--- src/rtl/sdqcd_regs.svh ---
// Constants for the step, direction and quadrature command decoder.
`ifndef SDQCD_REGS_SVH
`define SDQCD_REGS_SVH
`define SDQCD_POS_W 32
`define SDQCD_ADC_W 10
`define SDQCD_POS_RST 32'h0000_0000
`define SDQCD_SYNC_STAGES 2
`endif

--- src/rtl/sdqcd_pkg.sv ---
// Types shared by the command decoder files.
package sdqcd_pkg;
  typedef enum logic [1:0] {
    SDQCD_FMT_NONE,
    SDQCD_FMT_STEP_DIR,
    SDQCD_FMT_UP_DOWN,
    SDQCD_FMT_QUAD
  } sdqcd_fmt_t;
  typedef enum logic {
    SDQCD_ANA_VEL,
    SDQCD_ANA_CUR
  } sdqcd_ana_t;
  typedef struct packed {
    logic step;
    logic cw;
  } sdqcd_step_t;
endpackage

--- src/rtl/sdqcd_sync.sv ---
// Two-stage synchroniser for one command input.
`timescale 1ns/1ps
`default_nettype none
module sdqcd_sync
#(
  parameter int STAGES = 2
)
(
  input wire logic i_core_clk,
  input wire logic i_sys_rst,
  input wire logic i_async,
  output logic o_sync
);
  logic [STAGES-1:0] chain_q;

  initial
  begin
    if (STAGES < 2)
      $error("sdqcd_sync needs at least two stages");
  end

  // Only the last stage is seen outside, so the first never feeds logic.
  always_ff @(posedge i_core_clk or posedge i_sys_rst)
  begin
    if (i_sys_rst)
      chain_q <= '0;
    else
      chain_q <= {chain_q[STAGES-2:0], i_async};
  end

  assign o_sync = chain_q[STAGES-1];
endmodule
`default_nettype wire

--- src/rtl/sdqcd_top.sv ---
// Command decoder: step inputs, dedicated discrete I/O and analog select.
`timescale 1ns/1ps
`default_nettype none
`include "sdqcd_regs.svh"
module sdqcd_top
  import sdqcd_pkg::*;
#(
  parameter int POS_W = `SDQCD_POS_W,
  parameter int ADC_W = `SDQCD_ADC_W
)
(
  input wire logic i_core_clk,
  input wire logic i_sys_rst,
  input wire logic i_cmd_input_a,
  input wire logic i_cmd_input_b,
  input wire sdqcd_fmt_t i_command_format_select,
  input wire logic i_analog_mode,
  input wire sdqcd_ana_t i_analog_use,
  input wire logic [ADC_W-1:0] i_analog_command_value,
  input wire logic i_drive_reset,
  input wire logic i_drive_enable,
  input wire logic i_start_on_enable_rise,
  input wire logic i_main_power_ok,
  input wire logic i_resettable_fault,
  input wire logic i_fixed_fault,
  input wire logic i_i2t_reducing,
  input wire logic i_overtemp_check_enable,
  input wire logic i_motor_overtemp_sensor,
  output logic [POS_W-1:0] o_position,
  output sdqcd_step_t o_step,
  output logic [1:0] o_general_in,
  output logic o_drive_power_on,
  output logic o_program_run,
  output logic o_program_start,
  output logic o_drive_healthy,
  output logic o_current_limit,
  output logic o_fault_latched,
  output logic o_motor_overtemp,
  output logic o_analog_valid,
  output sdqcd_ana_t o_analog_use,
  output logic [ADC_W-1:0] o_analog_cmd
);
  logic a_s;
  logic b_s;
  logic a_q;
  logic b_q;
  logic en_q;
  logic a_rise;
  logic a_fall;
  logic b_rise;
  logic b_fall;
  logic fmt_on;
  logic fault_any;
  logic fixed_q;
  sdqcd_step_t step_d;

  initial
  begin
    if (POS_W < 2 || ADC_W < 1)
      $error("sdqcd_top widths out of range");
  end

  // Both inputs are synchronised before any edge is looked at.
  sdqcd_sync #(.STAGES(`SDQCD_SYNC_STAGES)) u_sync_a
  (
    .i_core_clk(i_core_clk),
    .i_sys_rst(i_sys_rst),
    .i_async(i_cmd_input_a),
    .o_sync(a_s)
  );

  sdqcd_sync #(.STAGES(`SDQCD_SYNC_STAGES)) u_sync_b
  (
    .i_core_clk(i_core_clk),
    .i_sys_rst(i_sys_rst),
    .i_async(i_cmd_input_b),
    .o_sync(b_s)
  );

  // Previous synchronised levels for edge detection.
  always_ff @(posedge i_core_clk or posedge i_sys_rst)
  begin
    if (i_sys_rst)
    begin
      a_q <= 1'b0;
      b_q <= 1'b0;
    end
    else
    begin
      a_q <= a_s;
      b_q <= b_s;
    end
  end

  assign a_rise = a_s & ~a_q;
  assign a_fall = ~a_s & a_q;
  assign b_rise = b_s & ~b_q;
  assign b_fall = ~b_s & b_q;
  assign fmt_on = (i_command_format_select != SDQCD_FMT_NONE);

  // Step decode per format; up-down counts on the falling edge ending a pulse.
  always_comb
  begin
    step_d = '0;
    unique case (i_command_format_select)
      SDQCD_FMT_NONE:
      begin
        step_d = '0;
      end
      SDQCD_FMT_STEP_DIR:
      begin
        step_d.step = b_fall;
        step_d.cw = a_s;
      end
      SDQCD_FMT_UP_DOWN:
      begin
        // A pulse while the other line is busy is ignored as illegal.
        if (a_fall && !b_s)
        begin
          step_d.step = 1'b1;
          step_d.cw = 1'b0;
        end
        else if (b_fall && !a_s)
        begin
          step_d.step = 1'b1;
          step_d.cw = 1'b1;
        end
      end
      SDQCD_FMT_QUAD:
      begin
        // Full x4 decode; a double edge in one cycle is a skipped state and dropped.
        if ((a_rise || a_fall) && !(b_rise || b_fall))
        begin
          step_d.step = 1'b1;
          step_d.cw = (a_s == b_s);
        end
        else if ((b_rise || b_fall) && !(a_rise || a_fall))
        begin
          step_d.step = 1'b1;
          step_d.cw = (a_s != b_s);
        end
      end
    endcase
  end

  // Position counter and registered step strobe.
  always_ff @(posedge i_core_clk or posedge i_sys_rst)
  begin
    if (i_sys_rst)
    begin
      o_position <= POS_W'(`SDQCD_POS_RST);
      o_step <= '0;
    end
    else
    begin
      o_step <= step_d;
      if (step_d.step)
      begin
        if (step_d.cw)
          o_position <= o_position + POS_W'(1);
        else
          o_position <= o_position - POS_W'(1);
      end
    end
  end

  // General inputs read the lines only while no command format owns them.
  always_ff @(posedge i_core_clk or posedge i_sys_rst)
  begin
    if (i_sys_rst)
      o_general_in <= 2'b00;
    else if (fmt_on)
      o_general_in <= 2'b00;
    else
      o_general_in <= {b_s, a_s};
  end

  // Over-temperature is a fault only when the check is switched on.
  always_ff @(posedge i_core_clk or posedge i_sys_rst)
  begin
    if (i_sys_rst)
      o_motor_overtemp <= 1'b0;
    else
      o_motor_overtemp <= i_overtemp_check_enable & i_motor_overtemp_sensor;
  end

  // Non-resettable faults stay latched through the drive reset input.
  always_ff @(posedge i_core_clk or posedge i_sys_rst)
  begin
    if (i_sys_rst)
      o_fault_latched <= 1'b0;
    else if (i_fixed_fault)
      o_fault_latched <= 1'b1;
    else if (i_drive_reset)
      o_fault_latched <= fixed_q | i_resettable_fault | o_motor_overtemp;
    else if (i_resettable_fault || o_motor_overtemp)
      o_fault_latched <= 1'b1;
  end

  // Separate latch for the fixed class so the drive reset cannot clear it.
  always_ff @(posedge i_core_clk or posedge i_sys_rst)
  begin
    if (i_sys_rst)
      fixed_q <= 1'b0;
    else if (i_fixed_fault)
      fixed_q <= 1'b1;
  end

  assign fault_any = o_fault_latched | fixed_q | i_fixed_fault | i_resettable_fault;

  // Enable edge and program control.
  always_ff @(posedge i_core_clk or posedge i_sys_rst)
  begin
    if (i_sys_rst)
    begin
      en_q <= 1'b0;
      o_program_run <= 1'b0;
      o_program_start <= 1'b0;
    end
    else
    begin
      en_q <= i_drive_enable;
      o_program_start <= i_drive_enable & ~en_q & i_start_on_enable_rise;
      if (!i_drive_enable)
        o_program_run <= 1'b0;
      else if (!en_q && i_start_on_enable_rise)
        o_program_run <= 1'b1;
    end
  end

  // Drive power is cut on the next clock edge by drive reset, by the fixed or resettable fault input or a latched fault, or by loss of enable.
  always_ff @(posedge i_core_clk or posedge i_sys_rst)
  begin
    if (i_sys_rst)
      o_drive_power_on <= 1'b0;
    else
      o_drive_power_on <= i_drive_enable & ~i_drive_reset & ~fault_any;
  end

  // Status outputs.
  always_ff @(posedge i_core_clk or posedge i_sys_rst)
  begin
    if (i_sys_rst)
    begin
      o_drive_healthy <= 1'b0;
      o_current_limit <= 1'b0;
    end
    else
    begin
      o_drive_healthy <= i_main_power_ok & ~fault_any;
      o_current_limit <= i_i2t_reducing;
    end
  end

  // Analog command capture; the value is held when the mode is off.
  always_ff @(posedge i_core_clk or posedge i_sys_rst)
  begin
    if (i_sys_rst)
    begin
      o_analog_valid <= 1'b0;
      o_analog_use <= SDQCD_ANA_VEL;
      o_analog_cmd <= '0;
    end
    else
    begin
      o_analog_valid <= i_analog_mode;
      if (i_analog_mode)
      begin
        o_analog_use <= i_analog_use;
        o_analog_cmd <= i_analog_command_value;
      end
    end
  end

  // Position never moves with no format selected.
  property p_idle;
    @(posedge i_core_clk) disable iff (i_sys_rst)
    (i_command_format_select == SDQCD_FMT_NONE) |=> !o_step.step;
  endproperty
  idle_no_step_a: assert property (p_idle) else $error("step with no format");

  step_fall_b_a: assert property (@(posedge i_core_clk) disable iff (i_sys_rst)
    (i_command_format_select == SDQCD_FMT_STEP_DIR) && b_fall |=> o_step.step)
    else $error("falling step edge missed");

  dir_level_a: assert property (@(posedge i_core_clk) disable iff (i_sys_rst)
    (i_command_format_select == SDQCD_FMT_STEP_DIR) && b_fall |=> o_step.cw == $past(a_s))
    else $error("direction wrong");

  pos_move_a: assert property (@(posedge i_core_clk) disable iff (i_sys_rst)
    o_step.step && o_step.cw |-> o_position == $past(o_position) + POS_W'(1))
    else $error("position not advanced");

  quad_ccw_a: assert property (@(posedge i_core_clk) disable iff (i_sys_rst)
    (i_command_format_select == SDQCD_FMT_QUAD) && a_rise && !b_s && !b_q
    |=> o_step.step && !o_step.cw)
    else $error("quadrature direction wrong");

  updown_ccw_a: assert property (@(posedge i_core_clk) disable iff (i_sys_rst)
    (i_command_format_select == SDQCD_FMT_UP_DOWN) && a_fall && !b_s
    |=> o_step.step && !o_step.cw)
    else $error("up-down step wrong");

  gp_inputs_a: assert property (@(posedge i_core_clk) disable iff (i_sys_rst)
    !fmt_on |=> o_general_in == $past({b_s, a_s}))
    else $error("general inputs wrong");

  reset_power_a: assert property (@(posedge i_core_clk) disable iff (i_sys_rst)
    i_drive_reset |=> !o_drive_power_on)
    else $error("power on during reset");

  enable_stop_a: assert property (@(posedge i_core_clk) disable iff (i_sys_rst)
    !i_drive_enable |=> !o_program_run && !o_drive_power_on)
    else $error("run without enable");

  healthy_a: assert property (@(posedge i_core_clk) disable iff (i_sys_rst)
    o_drive_healthy |-> $past(i_main_power_ok))
    else $error("healthy without power");

  overtemp_gate_a: assert property (@(posedge i_core_clk) disable iff (i_sys_rst)
    !i_overtemp_check_enable |=> !o_motor_overtemp)
    else $error("overtemp not ignored");
endmodule
`default_nettype wire

--- config.mk ---
export PLATFORM = sky130hd
export DESIGN_NAME = sdqcd_top
export DESIGN_NICKNAME = d
export VERILOG_FILES = /design/src/rtl/sdqcd_pkg.sv /design/src/rtl/sdqcd_sync.sv /design/src/rtl/sdqcd_top.sv
export VERILOG_INCLUDE_DIRS = /design/src /design/src/rtl
export SDC_FILE = /design/constraint.sdc
export NUM_CORES = 1
export LEC_CHECK = 0
export BUFFER_PORTS_ARGS = -buffer_cell sky130_fd_sc_hd__buf_2
export CORE_MARGIN = 2
export CORE_UTILIZATION = 37
export CTS_BUF_LIST = sky130_fd_sc_hd__clkbuf_8
export DETAILED_ROUTE_END_ITERATION = 10
export MAX_ROUTING_LAYER = met4
export PLACE_DENSITY = 0.56
export SYNTH_ARGS = -nofsm -noshare
export SYNTH_HDL_FRONTEND = slang
export SYNTH_SLANG_ARGS = --single-unit
--- constraint.sdc ---
create_clock -name i_core_clk -period 10.2 [get_ports i_core_clk]
set_input_delay 1.02 -clock i_core_clk [delete_from_list [all_inputs] [get_ports i_core_clk]]
set_output_delay 1.02 -clock i_core_clk [all_outputs]
set_load 0.02 [all_outputs]
==> impl_summary.md <==
Run status
The flow ran to the end, and the final reports show no timing, DRC or antenna violations.

Power
The completed layout was analyzed and its total power is 1.51 mW. Of the total power, registers draw 25.2%. Internal power comes to 0.824 mW. The power density over cell area is 321 nW/um^2.

Combinational logic is responsible for 58.9% of the overall power. Per report_power, the clock group accounts for 15.9% of the total. The net switching power is 0.683 mW. For this design the static power due to leakage is 2.22 nW.

The worst-case vdd ir drop is 0.105 mV. Net switching is 45.3% of the power.

Clock network
The clock tree synthesis step divided the H-tree into 3 levels. The post-CTS setup buffer count is 0. The number of instances resized during post-cts repair is 0.

No sink is reached through more buffers than the 2 on the longest clock path. The clock-pin transition on the worst setup and hold timing paths is 0.07 ns. Buffers inserted during clock tree synthesis total 9.

CTS saw 63 sinks. The clock insertion delay at the later pin of the skew report is 0.36 ns. CTS placed an instance of clkbuf_8 at the clock tree root.

TritonCTS built the clock tree. The number of buffers added to fix hold violations after cts is 0.

Routing
The iteration count of the initial detailed-routing pass is 6. The DRC violation count after routing is 0. In this run, the number of DRC markers left after iteration 0 of detailed routing was 85. The final wirelength is 9080 microns. The routed layout has 3280 vias. The count of nets left with antenna violations once routing finished came out at 0. In the routed layout, each cell is associated on average with a via count of 5.21. After detailed routing, the average wire length per cell comes to 14.4 microns.

Yosys
Yosys printed 0 warnings. The share of the synthesized netlist area taken by xor and xnor gates is 4.68%. A synthesized cell averages 9.68 sq um.

Synthesis handed over a netlist of 406 instances. Sorting the synthesized cells by how often they occur yields dfrtp_1 (63), ha_1 (34), nand2_1 (33), a21oi_1 (32), nor2_1 (29). The synthesized-area fraction occupied by adder cells is 11.3%. The number of nets handed over by synthesis was 468. The main flop type after synthesis is dfrtp_1. The post-synthesis register bit count is 63.

The number of unique standard cell types used by synthesis is 59. The top cell type by area accounts for 40.1% of the synthesized area. The multiplexer area fraction after synthesis is 4.46%. By area, the combinational part of the netlist is dominated by compound AO/OA/AOI/OAI gates. Of all flip-flops after synthesis, the portion carrying an async set or reset was 100%.

The fraction of the mapped netlist area in compound gates is 20.9%. By instance count, the leading cell after synthesis is dfrtp_1. The simple-gate portion of the synthesized area is 16.0%.

Yosys attributes the largest share of cell area to dfrtp_1 (40%), ha_1 (11%), a21o_1 (4.2%). The post-synthesis instance area is 3930 sq um. The register area share after synthesis is 40.1%. Summed over all instances, the cell type with the most area after synthesis is dfrtp_1. The count of flip-flops with a built-in enable after synthesis is 0.

Critical path
The type of the worst setup path is reg -> reg. The data required time at the worst endpoint is 10.44 ns. The biggest fanout along the worst timing path is 33. STA classifies the critical path startpoint as a register. The critical path goes through inv_1, ha_1, inv_1, ha_1, nor2b_1, mux2_1, a21oi_1, mux2i_1, inv_2, ha_1, nor2b_1, o2111ai_1, a31o_1, a21o_1, a311oi_1, o211ai_1, mux2i_1, nor2_1. The worst setup path is captured at a register.

The most used cell along the critical path is ha_1. For this design, the slowest cell found on the critical path is a311oi_1. The delay of the slowest cell on the worst path is 0.81 ns. For the worst setup path, the data arrival time is 5.24 ns.

Job
The max-cap violation count is 0.

Final layout
Registers take 1580 sq um. The final cell count without fillers is 630. The summed area of non-filler cells in the final layout is 4700 sq um.

The multi-input combinational cell area is 2260 sq um. 0 antenna diodes ended up in the layout. The number of nets in the layout is 552. The post-route netlist has 24.3% of its cells at a drive strength greater than 1. The area growth from synthesis to layout is 19.5%. Counting the fill cells in the layout gives 1033.

Timing
In the post-route analysis, the smallest setup slack over all paths is 5.21 ns. Based on the critical path, the design can be clocked at up to 200 MHz. In the final timing run, aggregate negative setup slack is 0 ns. The final count of hold timing violations is 0. The clock tree skew after final layout is 0.0149 ns. Setup repair after global routing left no endpoint under its margin. The shortest period the worst path allows is 4.99 ns. The final-report setup violation count is 0. The number of max-slew violations in the final report is 0. The final worst-path cycle share is 49.0%. At the pin with the least slew margin, the transition time is 0.932 ns. The relative slew slack is 37.5%.

Place
Counting tap cells, the placed design contains a total of 615 instances. Port buffering added 81 buffers. The sum of net half-perimeters after detailed placement is 6450 microns.

The area after detailed placement is 4490 sq um. At the placement stage, the worst setup path has a slack of 4.99 ns. The weighted congestion at the end of routability-driven global placement is 0.875.

GRT
Entering global routing, the biggest net connects 64 pins. The global route total overflow is 0. The aggregate global-route resource usage is 17.2%. The via count of the first global-routing pass is 3222. The first global-routing pass estimated 15200 microns of wire.

The initial antenna violation count is 0.

Floorplan
The floorplan step set the die height to 107 microns. The floorplan has 37 rows. The initial core utilization is 38.1%. The core area is 10300 sq um. Measured along the x axis, the die boundary spans 107 microns. The area of the die is 11500 sq um. The top-level port count is 82.

Min path
The classification of the worst-slack hold path is reg -> reg.
[per-stage QoR]
step	util, %	hold WS [ns]
detailed placement	43.5	0.336
global placement	43.5	0.333
global route	45.5	0.358
floorplan	-	0.331
finish	45.5	0.350
CTS	45.5	0.354
[routing by layer]
| layer | track usage (%) | vias up | share of wire [%] |
|---|---|---|---|
| met2 | 27.7 | 57 | 48 |
| met1 | 20.7 | 1539 | 47 |
| li1 | - | 1669 | - |
| met3 | 4.13 | 15 | 3.8 |
| met5 | - | - | 0 |
| met4 | 7.51 | 0 | 2.2 |
[area by class of cell]
type | count | share of cell area, %
multi-input combinational | 317 | 48.0
sequential | 63 | 33.6
timing repair buffer | 84 | 9.11
tap | 136 | 3.62
clock buffer | 9 | 2.64
clock inverter | 6 | 1.84
inverter | 15 | 1.20
[state kept, by name (all words and copies together) (netlist names)]
name,count
o_motor_overtemp,1
en_q,1
fixed_q,1
o_program_run,1
o_position,32
o_program_start,1
o_current_limit,1
o_drive_power_on,1
b_q,1
o_analog_valid,1
o_drive_healthy,1
o_fault_latched,1
o_general_in,2
u_sync_b.chain_q,2
a_q,1
o_analog_use,1
u_sync_a.chain_q,2
o_step,2
o_analog_cmd,10
[power by group through the flow]
stage | Sequential, mW | Combinational, mW | Clock [mW]
after floorplan | 0.460 | 0.594 | 0
after global placement | 0.387 | 0.878 | 0
after detailed placement | 0.387 | 0.884 | 0
after CTS | 0.382 | 0.893 | 0.247
after global routing | 0.392 | 0.994 | 0.257
final | 0.380 | 0.888 | 0.239
[cells in the final DEF (no fill, tap or decap), types with 5 or more instances in the layout]
master     n
nor3b_1    5
xnor2_1   11
and3_1     5
xor2_1    10
nor3_1    10
dfrtp_1   63
o21ai_1   13
o21ai_0    7
a21oi_1   32
a21o_1    22
ha_1      34
buf_2     81
and2_1     6
nand3_1   11
clkbuf_8   9
nor2_1    29
nand2_1   33
mux2_2    11
inv_1     12
a211oi_1   5
o21a_1     7
[logic make-up (layout without fill, tap and decap cells)]
kind of cell	after synthesis	count (layout)
simple gates	125	125
compound gates	120	120
fa+ha+maj	35	35
flops	63	63
mux	16	16
xor+xnor	21	21
buf+inv	26	114
[worst max-delay path: cells and delay by family, from the launching register on]
kind                       cells  cell delay (ns)
AOI/OAI and AO/OA              6             1.74
adders and majority gates      3             0.96
buffers and inverters          3             0.57
DFF                            1             0.44
muxes                          3             0.80
and+or+nand+nor                3             0.37
[path summary, 6_finish.rpt]
kind                                        to  cells after the start                 from  slack (ns)
max in group asynchronous       o_position[24]                      3            i_sys_rst        8.77
hold / removal             u_sync_a.chain_q[1]                      0  u_sync_a.chain_q[0]        0.35
hold reg to reg            u_sync_a.chain_q[1]                      0  u_sync_a.chain_q[0]        0.35
setup / recovery                o_position[24]                     18  u_sync_a.chain_q[1]        5.21
setup reg to reg                o_position[24]                     18  u_sync_a.chain_q[1]        5.21
min in group asynchronous       o_position[18]                      3            i_sys_rst        0.90
Note: power is estimated with default switching activity, not from simulation.
